`config.mk`:
```
export PLATFORM = sky130hd
export DESIGN_NAME = dass_top
export DESIGN_NICKNAME = d
export VERILOG_FILES = /design/src/core/dass_pkg.sv /design/src/core/dass_decode.sv /design/src/core/dass_top.sv
export VERILOG_INCLUDE_DIRS = /design/src /design/src/core
export SDC_FILE = /design/constraint.sdc
export NUM_CORES = 1
export LEC_CHECK = 0
export BUFFER_PORTS_ARGS = -buffer_cell sky130_fd_sc_hd__buf_2
export CORE_AREA = 2 2 79 81
export CTS_CLUSTER_DIAMETER = 40
export DETAILED_ROUTE_END_ITERATION = 8
export DIE_AREA = 0 0 81 83
export PLACE_DENSITY_LB_ADDON = 0.2
export SYNTH_ARGS = -nofsm -noshare
export SYNTH_HDL_FRONTEND = slang
export SYNTH_SLANG_ARGS = --single-unit
```
`constraint.sdc`:
```
create_clock -name clk -period 2.6 [get_ports clk]
set_input_delay 0.13 -clock clk [delete_from_list [all_inputs] [get_ports clk]]
set_output_delay 0.13 -clock clk [all_outputs]
set_load 0.01 [all_outputs]
```
`src/core/dass_cfg.svh`:
```
// Offsets, field positions, reset values and codes of the source selector
`ifndef DASS_CFG_SVH
`define DASS_CFG_SVH
// Register byte addresses (one aligned word each)
`define DASS_CTRL_A_OFS    8'h00
`define DASS_CTRL_B_OFS    8'h04
`define DASS_ENABLE_OFS    8'h08
`define DASS_STATUS_OFS    8'h0c
`define DASS_ADDR_W        8
// Control register layout
`define DASS_CTRL_W        8
`define DASS_CTRL_RESET    8'h00
`define DASS_SEL_MSB       3
`define DASS_SEL_LSB       0
// Activation codes
`define DASS_CODE_ADC      4'h1
`define DASS_CODE_PIN_EDGE 4'h2
`define DASS_CODE_PIN_LVL  4'h3
`define DASS_CODE_SER_LO   4'h4
`define DASS_CODE_SER_HI   4'h7
`define DASS_CODE_TMR_LO   4'h8
`define DASS_CODE_TMR_HI   4'hd
// Bus responses
`define DASS_RESP_OKAY     2'b00
`define DASS_RESP_SLVERR   2'b10
`endif

```
`src/core/dass_pkg.sv`:
```
// Types shared by the source selector files
package dass_pkg;
  // Which channel a decoder serves
  typedef enum logic {DASS_CH_A, DASS_CH_B} dass_chan_t;
  // Bus slave phases
  typedef enum logic [1:0] {DASS_IDLE, DASS_WAIT_B, DASS_WAIT_R}
    dass_bus_t;
endpackage

```
`src/core/dass_decode.sv`:
```
// Decoder: activation code plus peripheral requests to one trigger
`timescale 1ns/1ps
`include "dass_cfg.svh"
module dass_decode #(
  parameter dass_pkg::dass_chan_t CHAN = dass_pkg::DASS_CH_A
) (
  // Selection
  input  wire logic [3:0]  sel,
  // Peripheral requests
  input  wire logic        adc_req,
  input  wire logic [3:0]  ser_req,
  input  wire logic [5:0]  tmr_req,
  // Qualified pin events (channel B only)
  input  wire logic        pin_edge,
  input  wire logic        pin_low,
  // Result
  output logic             trig,
  output logic             bad_code
);
  // Map code to its event; prohibited codes give no trigger
  always_comb
  begin
    trig     = 1'b0;
    bad_code = 1'b0;
    if (sel == `DASS_CODE_ADC)
      trig = adc_req;
    else if (sel >= `DASS_CODE_SER_LO && sel <= `DASS_CODE_SER_HI)
      trig = ser_req[sel[1:0]];
    else if (sel >= `DASS_CODE_TMR_LO && sel <= `DASS_CODE_TMR_HI)
      trig = tmr_req[3'(sel - `DASS_CODE_TMR_LO)];
    else if (CHAN == dass_pkg::DASS_CH_B && sel == `DASS_CODE_PIN_EDGE)
      trig = pin_edge;
    else if (CHAN == dass_pkg::DASS_CH_B && sel == `DASS_CODE_PIN_LVL)
      trig = pin_low;
    else
      bad_code = 1'b1;
  end
endmodule

```
`src/core/dass_top.sv`:
```
// Activation source selection for channels A and B with AXI4-Lite regs
// Notes on behaviour
// Four-bit read/write source field, bits 3..0, reset to zero.
// Code 0001 starts on converter conversion-end request.
// Codes 0100..0111: serial 0 tx, 0 rx, 1 tx, 1 rx complete.
// Codes 1000..1101: timer channels 0..5 compare/capture A.
// Software never writes prohibited codes (A: 0,2,3,e,f; B: 0,e,f).
// Channel B code 0010: pin falling edge; first after enable on low.
// Channel B code 0011: transfer while request pin held low.
// Shared source: higher priority channel (A) served first; B's trigger is dropped while go_a is high and is not served later.
// Prohibited code present: no activation at all.
//
// Added by the designer: register access over AXI4-Lite and the placing of the registers.
`timescale 1ns/1ps
`include "dass_cfg.svh"
module dass_top (
  // Clock and reset
  input  wire logic        clk,
  input  wire logic        sys_rst,
  // AXI4-Lite write address and data
  input  wire logic [7:0]  s_axi_awaddr,
  input  wire logic        s_axi_awvalid,
  output logic             s_axi_awready,
  input  wire logic [31:0] s_axi_wdata,
  input  wire logic [3:0]  s_axi_wstrb,
  input  wire logic        s_axi_wvalid,
  output logic             s_axi_wready,
  // AXI4-Lite write response
  output logic [1:0]       s_axi_bresp,
  output logic             s_axi_bvalid,
  input  wire logic        s_axi_bready,
  // AXI4-Lite read
  input  wire logic [7:0]  s_axi_araddr,
  input  wire logic        s_axi_arvalid,
  output logic             s_axi_arready,
  output logic [31:0]      s_axi_rdata,
  output logic [1:0]       s_axi_rresp,
  output logic             s_axi_rvalid,
  input  wire logic        s_axi_rready,
  // Peripheral requests (same clock)
  input  wire logic        adc_req,
  input  wire logic [3:0]  serial_comm_unit_req,
  input  wire logic [5:0]  pulse_timer_unit_req,
  // External request pin, active low, asynchronous
  input  wire logic        external_transfer_request_pin_n,
  // Activation to the transfer engine
  output logic             start_a,
  output logic             start_b
);
  logic [7:0]  ctrl_a;
  logic [7:0]  ctrl_b;
  logic [1:0]  enable;
  logic        aw_held;
  logic        w_held;
  logic [7:0]  aw_addr;
  logic [31:0] w_data;
  logic [3:0]  w_strb;
  logic        req_s1;
  logic        req_s2;
  logic        req_prev;
  logic        first_b;
  logic        trig_a;
  logic        trig_b;
  logic        bad_a;
  logic        bad_b;
  logic        pin_low;
  logic        pin_edge;
  logic        do_write;
  logic        go_a;
  logic        go_b;

  // Register read mux, shared by the read channel
  function automatic logic [31:0] rd_mux(input logic [7:0] a);
    case (a)
      `DASS_CTRL_A_OFS: rd_mux = {24'h0, ctrl_a};
      `DASS_CTRL_B_OFS: rd_mux = {24'h0, ctrl_b};
      `DASS_ENABLE_OFS: rd_mux = {30'h0, enable};
      `DASS_STATUS_OFS: rd_mux = {28'h0, bad_b, bad_a, start_b, start_a};
      default:          rd_mux = 32'h0;
    endcase
  endfunction

  function automatic logic mapped(input logic [7:0] a);
    mapped = (a == `DASS_CTRL_A_OFS) || (a == `DASS_CTRL_B_OFS) ||
             (a == `DASS_ENABLE_OFS) || (a == `DASS_STATUS_OFS);
  endfunction

  // Address and data are caught independently, in either order
  assign s_axi_awready = !aw_held && !s_axi_bvalid;
  assign s_axi_wready  = !w_held && !s_axi_bvalid;
  assign do_write      = aw_held && w_held && !s_axi_bvalid;

  always_ff @(posedge clk or posedge sys_rst)
  begin
    if (sys_rst)
    begin
      aw_held <= 1'b0;
      w_held  <= 1'b0;
      aw_addr <= 8'h00;
      w_data  <= 32'h0;
      w_strb  <= 4'h0;
    end
    else
    begin
      if (s_axi_awvalid && s_axi_awready)
      begin
        aw_held <= 1'b1;
        aw_addr <= s_axi_awaddr;
      end
      else if (do_write)
        aw_held <= 1'b0;
      if (s_axi_wvalid && s_axi_wready)
      begin
        w_held <= 1'b1;
        w_data <= s_axi_wdata;
        w_strb <= s_axi_wstrb;
      end
      else if (do_write)
        w_held <= 1'b0;
    end
  end

  // Write response one cycle after both halves are held
  always_ff @(posedge clk or posedge sys_rst)
  begin
    if (sys_rst)
    begin
      s_axi_bvalid <= 1'b0;
      s_axi_bresp  <= `DASS_RESP_OKAY;
    end
    else if (do_write)
    begin
      s_axi_bvalid <= 1'b1;
      s_axi_bresp  <= mapped(aw_addr) ? `DASS_RESP_OKAY : `DASS_RESP_SLVERR;
    end
    else if (s_axi_bready)
      s_axi_bvalid <= 1'b0;
  end

  // Control registers; only byte lane 0 carries bits
  always_ff @(posedge clk or posedge sys_rst)
  begin
    if (sys_rst)
    begin
      ctrl_a <= `DASS_CTRL_RESET;
      ctrl_b <= `DASS_CTRL_RESET;
      enable <= 2'b00;
    end
    else if (do_write && w_strb[0])
    begin
      case (aw_addr)
        `DASS_CTRL_A_OFS: ctrl_a <= w_data[7:0];
        `DASS_CTRL_B_OFS: ctrl_b <= w_data[7:0];
        `DASS_ENABLE_OFS: enable <= w_data[1:0];
        default:          ;
      endcase
    end
  end

  // Read channel: data registered, answer one cycle after arvalid
  assign s_axi_arready = !s_axi_rvalid;

  always_ff @(posedge clk or posedge sys_rst)
  begin
    if (sys_rst)
    begin
      s_axi_rvalid <= 1'b0;
      s_axi_rdata  <= 32'h0;
      s_axi_rresp  <= `DASS_RESP_OKAY;
    end
    else if (s_axi_arvalid && s_axi_arready)
    begin
      s_axi_rvalid <= 1'b1;
      s_axi_rdata  <= rd_mux(s_axi_araddr);
      s_axi_rresp  <= mapped(s_axi_araddr) ? `DASS_RESP_OKAY
                                           : `DASS_RESP_SLVERR;
    end
    else if (s_axi_rready)
      s_axi_rvalid <= 1'b0;
  end

  // Pin synchroniser; the second stage and its delayed copy req_prev are looked at
  always_ff @(posedge clk or posedge sys_rst)
  begin
    if (sys_rst)
    begin
      req_s1   <= 1'b1;
      req_s2   <= 1'b1;
      req_prev <= 1'b1;
    end
    else
    begin
      req_s1   <= external_transfer_request_pin_n;
      req_s2   <= req_s1;
      req_prev <= req_s2;
    end
  end

  // First transfer after enable is level triggered, later ones edge.
  // Cleared on the qualified trigger, not the registered start: waiting
  // one more cycle would let a still-low pin trigger a second time.
  always_ff @(posedge clk or posedge sys_rst)
  begin
    if (sys_rst)
      first_b <= 1'b1;
    else if (!enable[1])
      first_b <= 1'b1;
    else if (go_b)
      first_b <= 1'b0;
  end

  assign pin_low  = !req_s2;
  assign pin_edge = first_b ? !req_s2 : (req_prev && !req_s2);

  dass_decode #(.CHAN(dass_pkg::DASS_CH_A)) u_dec_a (
    .sel      (ctrl_a[`DASS_SEL_MSB:`DASS_SEL_LSB]),
    .adc_req  (adc_req),
    .ser_req  (serial_comm_unit_req),
    .tmr_req  (pulse_timer_unit_req),
    .pin_edge (1'b0),
    .pin_low  (1'b0),
    .trig     (trig_a),
    .bad_code (bad_a)
  );

  dass_decode #(.CHAN(dass_pkg::DASS_CH_B)) u_dec_b (
    .sel      (ctrl_b[`DASS_SEL_MSB:`DASS_SEL_LSB]),
    .adc_req  (adc_req),
    .ser_req  (serial_comm_unit_req),
    .tmr_req  (pulse_timer_unit_req),
    .pin_edge (pin_edge),
    .pin_low  (pin_low),
    .trig     (trig_b),
    .bad_code (bad_b)
  );

  // Qualified triggers; a shared source goes to A, B's trigger is dropped while A goes
  assign go_a = enable[0] && trig_a && !bad_a;
  assign go_b = enable[1] && trig_b && !bad_b && !go_a;

  // Arbitration: a shared source starts A in each cycle it is asserted;
  // B never starts on it while go_a is high; B's trigger is dropped, not held, while A starts.
  always_ff @(posedge clk or posedge sys_rst)
  begin
    if (sys_rst)
    begin
      start_a <= 1'b0;
      start_b <= 1'b0;
    end
    else
    begin
      start_a <= go_a;
      start_b <= go_b;
    end
  end

  // Assertions
  a_prio_hold: assert property (@(posedge clk) disable iff (sys_rst)
    (enable[0] && trig_a && !bad_a) |=> !start_b)
    else $error("channel B started beside channel A");
  a_bad_quiet: assert property (@(posedge clk) disable iff (sys_rst)
    (bad_a && $stable(ctrl_a)) |=> !start_a)
    else $error("prohibited code on A started a transfer");
  a_adc_start: assert property (@(posedge clk) disable iff (sys_rst)
    (ctrl_a[3:0] == 4'h1 && enable[0] && adc_req) |=> start_a)
    else $error("converter request missed on A");
  a_lvl_start: assert property (@(posedge clk) disable iff (sys_rst)
    (ctrl_b[3:0] == 4'h3 && enable[1] && !go_a && !req_s2)
      |=> start_b)
    else $error("low pin did not start B");
  a_edge_once: assert property (@(posedge clk) disable iff (sys_rst)
    (ctrl_b[3:0] == `DASS_CODE_PIN_EDGE && start_b && !req_prev &&
     !req_s2) |=> !start_b)
    else $error("held low pin started B twice in edge mode");
  a_reset_zero: assert property (@(posedge clk)
    $fell(sys_rst) |-> ctrl_a == 8'h00 && ctrl_b == 8'h00)
    else $error("control not zero after reset");
endmodule

```
# Yosys cells after proc, flatten, opt, wreduce, memory -nomap -nowiden
# Index checks and enable logic that the tools add are counted.
# word_totals
register_bits	81
input_bits	71
elab_cells	122
# classes
n_addsub	2
order_cmp	12
eq_ne	11
muxes	37
n_reduce_logical	41
# op_table
op	n
$eq A8 B4 Y1 const B	4
$pmux W8 S4	1
$mux W1	30
$logic_and A1 B1 Y1	18
$eq A8 B3 Y1 const B	2
$logic_not A8 Y1	2
$eq A4 B1 Y1 const B	2
$eq A4 B2 Y1 const B	2
$ge A4 B3 Y1 const B	2
$ge A4 B4 Y1 const B	2
$le A4 B3 Y1 const B	2
$le A4 B4 Y1 const B	2
$logic_not A1 Y1	8
$lt A3 B4 Y1 const B	2
$reduce_bool A2 Y1	4
$bmux W1 S3	2
$logic_or A1 B1 Y1	6
$lt A2 B3 Y1 const B	2
$reduce_and A2 Y1	3
$sub A3 B1 Y3 const B	2
$bmux W1 S2	2
$mux W2	2
$ne A2 B1 Y1 const B	1

# Logic depth before layout (Yosys ltp)
# logic_depth
depth_word	12
depth_mapped	6

# Hierarchy
# A second synthesis with hierarchy kept.
# unflattened
hier_cells	221
area_unflattened_um2	2776.4
# by_module_without_submodules
mod	n_inst	cells_per_inst	area_each_um2	seq_area_each_um2
dass_top	1	186	2489.9	1381.3
dass_decode at u_dec_a	1	18	146.4	0.0
dass_decode at u_dec_b	1	17	140.1	0.0

# Worst setup path after synthesis
# OpenSTA, ideal clock, no wires.
# synth_timing
path_kind	register to register
startpoint	reg aw_addr[0]
endpoint	reg ctrl_a[0]
setup_ns	0.125
arrival_ns	1.821
setup_slack_ns	0.655
path_stages_with_launch	7
n_path_buf	1
period_less_slack_ns	1.945
cell_sequence	dfrtp_1 -> or4_1 -> nor3_2 -> and4b_1 -> and2b_1 -> buf_6 -> mux2_2
# synth_between
elab_chain_cells	2
# synth_lines
item	line_no	rtl
start, declared	dass_top.sv:55	logic [7:0] aw_addr;
start signal, assigned	dass_top.sv:108	aw_addr <= s_axi_awaddr;
$logic_not A8 Y1	dass_top.sv:151	case (aw_addr)
$reduce_and A2 Y1 (no line)	n/a	
end signal, assigned	dass_top.sv:145	ctrl_a <= `DASS_CTRL_RESET;
end signal, assigned	dass_top.sv:152	`DASS_CTRL_A_OFS: ctrl_a <= w_data[7:0];
end, declared	dass_top.sv:50	logic [7:0] ctrl_a;
# Every way passes these cells.
# A chain may end at the register's enable or synchronous reset.

# Worst setup path after layout
# layout_timing
startpoint	reg aw_addr[0]
endpoint	reg ctrl_a[4]
# Same word-level chain as after synthesis.

==> out/results.env <==
RUN_STATUS='finished, final reports clean'
DATA_ARRIVAL_TIME_OF_THE_CRITICAL_PATH_PS=2420
NUMBER_OF_NETS_WITH_ANTENNA_VIOLATIONS_AFTER_ROUTING=0
CRITICAL_PATH.SLOWEST_CELL='sky130_fd_sc_hd__or4_1'
FRACTION_OF_THE_MAPPED_NETLIST_AREA_IN_ADDER_CELLS=0
REGTOREGSTARTPOINT='aw_addr[0]$_DFFE_PP0P_'
PORT-BUFFER-COUNT=60
PLACEMENTROWS=28
TOTALPOWERFINAL_mW=2.387
NFILLCELLS=555
WORST-SETUP-PATH-TYPE='register to register'
CP_CELL_SEQUENCE='or4_1 -> nor3_2 -> and4b_1 -> and2b_1 -> mux2_2'
CTS_POST_SETUP_BUFFERS_INSERTED=0
TOP_LEVEL_PORTS=114
DP_CELLS=359
DR.PASS1.ITERS=4
END_KIND='register'
GRT_OVERFLOW_TOTAL=0
HOLDPATHEND='w_data[0]$_DFFE_PP0P_'
FINAL_CELL_AREA_UM2=3109
INSERTEDDIODECOUNT=0
SHARE_COMB_OF_TOTAL_POWER=0.240
MAX_CAP_VIOL_COUNT=0
CTS.PATH.MAX_BUFFERS=2
WORST_R2R_PATH_DEPTH=5
YOSYS.CELL_TYPES.COUNT=42
FLOW.AREA_GROWTH_FROM_SYNTHESIS_PCT=15.05
DRIVE_ABOVE_1_SHARE=0.3953
FIN_CRIT_PS=2231
NUMBER_OF_CELLS_ON_THE_WORST_HOLD_PATH=2
FINALSETUPTNS_PS=0
SYN-CELL-AREA_UM2=2703
SYNTH_AREA_LEADER_CELL='sky130_fd_sc_hd__dfrtp_1'
SEQ_TOTAL_AREA_YOSYS=0.5111
START_UTIL=0.4647
DETAILEDPLACE.WORSTSLACK_PS=360.3
VERTICAL_EXTENT_OF_THE_DIE_UM=83
SYNTHESIS.AREA_PER_INSTANCE_UM2=11.55
SYNTHESIZED_AREA_FRACTION_OCCUPIED_BY_AND_OR_NAND_NOR_CELLS=0.1005
CORE_REGION_AREA_UM2=5816
SYNTH_TOP_FAMILY_BY_AREA='multiplexers'
FP.DIEAREA_UM2=6723
WORST_PATH_DOMINANT_CELL_FAMILY='simple AND/OR/NAND/NOR gates'
H-TREE-DEPTH=2
POWER.STATIC_LEAKAGE_nW=1.523
REQUIRED_PS=2790
SYNTH.YOSYS.WARNINGS=0
INSTANCES_NO_FILL=371
SYNTH_TOP_CELLS_BY_AREA='sky130_fd_sc_hd__dfrtp_1, sky130_fd_sc_hd__mux2_2, sky130_fd_sc_hd__buf_4'
GPL.FINAL_WEIGHTED_CONGESTION=0.8030
TRITONCTS_NUM_SINKS=55
TRITONCTS='built'
NUMBER_OF_ANTENNA_VIOLATIONS_AT_THE_FIRST_CHECK_IN_GLOBAL_ROUTING=0
DRV_SLEW=0
TIMING.REG2REG.SETUP_SLACK_PS=370
POWER.SHARE.SWITCHING=0.2934
PERIOD_SHARE=0.8579
POWER.SHARE.CLOCK=0.235
NETLIST_INSTANCES=234
SYNTH_COMPOUND_GATE_AREA_SHARE=0.07361
PATH_CLK_SLEW_PS=100
IR_DROP_V=0.0004050
TIMING_HOLD_VIOLATIONS_FINAL=0
CLOCK_LATENCY_PS=310
P_INT_mW=1.687
HOLD_START='s_axi_wdata[0]'
MIN-DELAY-PATH-CLASS='primary input to register'
CTS_BUFFERS=5
FLOORPLAN.DIE.WIDTH_UM=81
CP-START-KIND='register'
FINAL_NET_COUNT=366
GRT_START_MAX_NET_PINS=32
WL_PER_CELL_UM=12.93
REPORT.FINAL.SETUP_VIOL=0
GRT_FIRST_PASS_WIRELENGTH_UM=7859
SYNTHMUXAREASHARE=0.2083
FMAXACHIEVABLE_MHz=448.3
HPWL_UM=3678
SYNTHXORXNORAREAFRAC=0.003241
VIA_COUNT_OF_THE_FIRST_GLOBAL_ROUTING_PASS=1692
DRT-VIAS-PER-INSTANCE=4.989
R2R_END='ctrl_a[4]$_DFFE_PP0P_'
NET_SW_POWER_mW=0.7003
POSTPLACECELLAREA_UM2=2957
RSZ_0062_RAISED_AFTER_GLOBAL_ROUTING='false'
SYNTH_SEQ_CELLS=55
SLEW_HEADROOM=0.5751
ROUTED-VIA-COUNT=1851
CRIT_BUF_INV=0
WORSTMARGINPINSLEW_PS=636.4
FIN_WS_PS=369.3
POWER_DENSITY_nW_PER_UM2=767.7
FINALCLOCKSKEW_PS=12.08
GLOBALROUTETOTALUTIL=0.1484
DRC=0
SYNTH.TOP_CELL.AREA_SHARE=0.4722
PATH_MAX_FANOUT=8
ROUTED_WL_UM=4796
SEQ_POWER_SHARE=0.525
CTS-ROOT-BUF='sky130_fd_sc_hd__clkbuf_8'
DRTITER0DRC=42
CRITICAL_PATH.MAX_STAGE_DELAY_PS=540
[metrics by stage]
| stage | hold WS [ps] | utilization |
|---|---|---|
| floorplan | 134.5 | - |
| global placement | 237.9 | 0.5084 |
| global route | 44.96 | 0.5346 |
| finish | 53.20 | 0.5346 |
| detailed placement | 243.6 | 0.5084 |
| CTS | 46.62 | 0.5346 |
[flip-flops by register name (all words and copies together) (netlist names)]
| name | cells |
|---|---|
| s_axi_rresp | 1 |
| w_held | 1 |
| start_a | 1 |
| ctrl_b | 8 |
| req_prev | 1 |
| s_axi_rvalid | 1 |
| w_data | 8 |
| ctrl_a | 8 |
| start_b | 1 |
| s_axi_bresp | 1 |
| req_s2 | 1 |
| s_axi_bvalid | 1 |
| aw_addr | 8 |
| aw_held | 1 |
| s_axi_rdata | 8 |
| first_b | 1 |
| req_s1 | 1 |
| enable | 2 |
| w_strb | 1 |
[Yosys cell counts]
cell type	number
sky130_fd_sc_hd__nand2_2	1
sky130_fd_sc_hd__o32a_1	1
sky130_fd_sc_hd__nor2b_1	4
sky130_fd_sc_hd__clkbuf_1	8
sky130_fd_sc_hd__nor3_2	1
sky130_fd_sc_hd__o22ai_1	1
sky130_fd_sc_hd__a211o_1	1
sky130_fd_sc_hd__o31ai_1	2
sky130_fd_sc_hd__mux4_2	3
sky130_fd_sc_hd__buf_4	27
sky130_fd_sc_hd__and2_1	2
sky130_fd_sc_hd__a21oi_1	5
sky130_fd_sc_hd__mux2_2	36
sky130_fd_sc_hd__and4b_1	1
sky130_fd_sc_hd__conb_1	1
sky130_fd_sc_hd__a21o_1	1
sky130_fd_sc_hd__o211ai_1	1
sky130_fd_sc_hd__nor3b_1	2
sky130_fd_sc_hd__or3b_2	1
sky130_fd_sc_hd__and4_1	1
sky130_fd_sc_hd__nand2_1	18
sky130_fd_sc_hd__o21a_1	2
sky130_fd_sc_hd__buf_6	1
sky130_fd_sc_hd__nand3_1	1
sky130_fd_sc_hd__mux2i_1	9
sky130_fd_sc_hd__dfstp_2	4
sky130_fd_sc_hd__and2b_1	1
sky130_fd_sc_hd__buf_2	1
sky130_fd_sc_hd__and3_1	1
sky130_fd_sc_hd__a22oi_1	1
sky130_fd_sc_hd__a32o_1	1
sky130_fd_sc_hd__a21boi_0	1
sky130_fd_sc_hd__or4_1	1
sky130_fd_sc_hd__dfrtp_1	51
sky130_fd_sc_hd__nor2_1	11
sky130_fd_sc_hd__o21ai_0	14
sky130_fd_sc_hd__xnor2_1	1
sky130_fd_sc_hd__a41oi_1	1
sky130_fd_sc_hd__nand4_1	3
sky130_fd_sc_hd__inv_1	7
sky130_fd_sc_hd__nor3_1	3
sky130_fd_sc_hd__nand2b_1	1
[logic make-up (layout without fill, tap and decap cells)]
kind of cell	after synthesis	count (layout)
flip-flops	55	55
other	1	26
AND/OR/NAND/NOR	53	53
multiplexers	48	48
XOR/XNOR	1	1
buffers and inverters	44	81
AO/OA/AOI/OAI	32	32
[how the worst max path moves through the flow]
stage / start / endpoint / slack [ps] / depth (start not counted)
after global routing: aw_addr[0]$_DFFE_PP0P_ / ctrl_a[0]$_DFFE_PP0P_ / 260 / 5
after detailed placement: aw_addr[0]$_DFFE_PP0P_ / ctrl_a[4]$_DFFE_PP0P_ / 360 / 5
after CTS: aw_addr[0]$_DFFE_PP0P_ / ctrl_a[4]$_DFFE_PP0P_ / 350 / 5
final: aw_addr[0]$_DFFE_PP0P_ / ctrl_a[4]$_DFFE_PP0P_ / 370 / 5
after floorplan: aw_addr[0]$_DFFE_PP0P_ / ctrl_a[0]$_DFFE_PP0P_ / 650 / 6
after global placement: aw_addr[0]$_DFFE_PP0P_ / ctrl_a[6]$_DFFE_PP0P_ / 370 / 5
[layout make-up]
| type | instances | area (um^2) | share of cell area |
|---|---|---|---|
| clock buffer | 5 | 68.82 | 0.02213 |
| timing repair buffer | 66 | 355.3 | 0.1143 |
| sequential | 55 | 1381 | 0.4443 |
| clock inverter | 3 | 43.79 | 0.01408 |
| tap | 75 | 93.84 | 0.03018 |
| multi-input combinational | 160 | 1140 | 0.3666 |
| inverter | 7 | 26.28 | 0.008451 |
[per-layer routing]
layer  wire length (um)  share of wire  vias to the layer above  track usage
li1                   -              -                      880            -
met1               2113           0.44                      900       0.2036
met2               2313           0.48                       65       0.2412
met3                330          0.069                        6      0.03152
met4                 39         0.0081                        0      0.03236
met5                  0              0                        -            0
[what timing repair did]
action | in CTS | in global routing
hold buffers | 4 | 0
resized for setup | 0 | 0
setup endpoints to repair | 0 | 0
hold endpoints to repair | 31 | 0
[power groups by stage]
| stage | Sequential (mW) | Clock [mW] | Combinational (mW) |
|---|---|---|---|
| CTS | 1.26 | 0.580 | 0.584 |
| floorplan | 1.20 | 0 | 0.504 |
| finish | 1.25 | 0.561 | 0.573 |
| global route | 1.29 | 0.618 | 0.644 |
| global placement | 1.27 | 0 | 0.560 |
| detailed placement | 1.28 | 0 | 0.580 |
[cells in the final DEF (no fill, tap or decap), types with 2 or more instances in the layout]
master	synthesis	final
sky130_fd_sc_hd__a21oi_1	5	5
sky130_fd_sc_hd__and2_1	2	2
sky130_fd_sc_hd__buf_2	1	60
sky130_fd_sc_hd__buf_4	27	2
sky130_fd_sc_hd__clkbuf_8	0	5
sky130_fd_sc_hd__conb_1	1	26
sky130_fd_sc_hd__dfrtp_1	51	51
sky130_fd_sc_hd__dfstp_2	4	4
sky130_fd_sc_hd__dlygate4sd3_1	0	4
sky130_fd_sc_hd__inv_1	7	6
sky130_fd_sc_hd__mux2_2	36	36
sky130_fd_sc_hd__mux2i_1	9	9
sky130_fd_sc_hd__mux4_2	3	3
sky130_fd_sc_hd__nand2_1	18	18
sky130_fd_sc_hd__nand4_1	3	3
sky130_fd_sc_hd__nor2_1	11	11
sky130_fd_sc_hd__nor2b_1	4	4
sky130_fd_sc_hd__nor3_1	3	3
sky130_fd_sc_hd__nor3b_1	2	2
sky130_fd_sc_hd__o21a_1	2	2
sky130_fd_sc_hd__o21ai_0	14	14
sky130_fd_sc_hd__o31ai_1	2	2
Power figures use the tool's default switching activity.
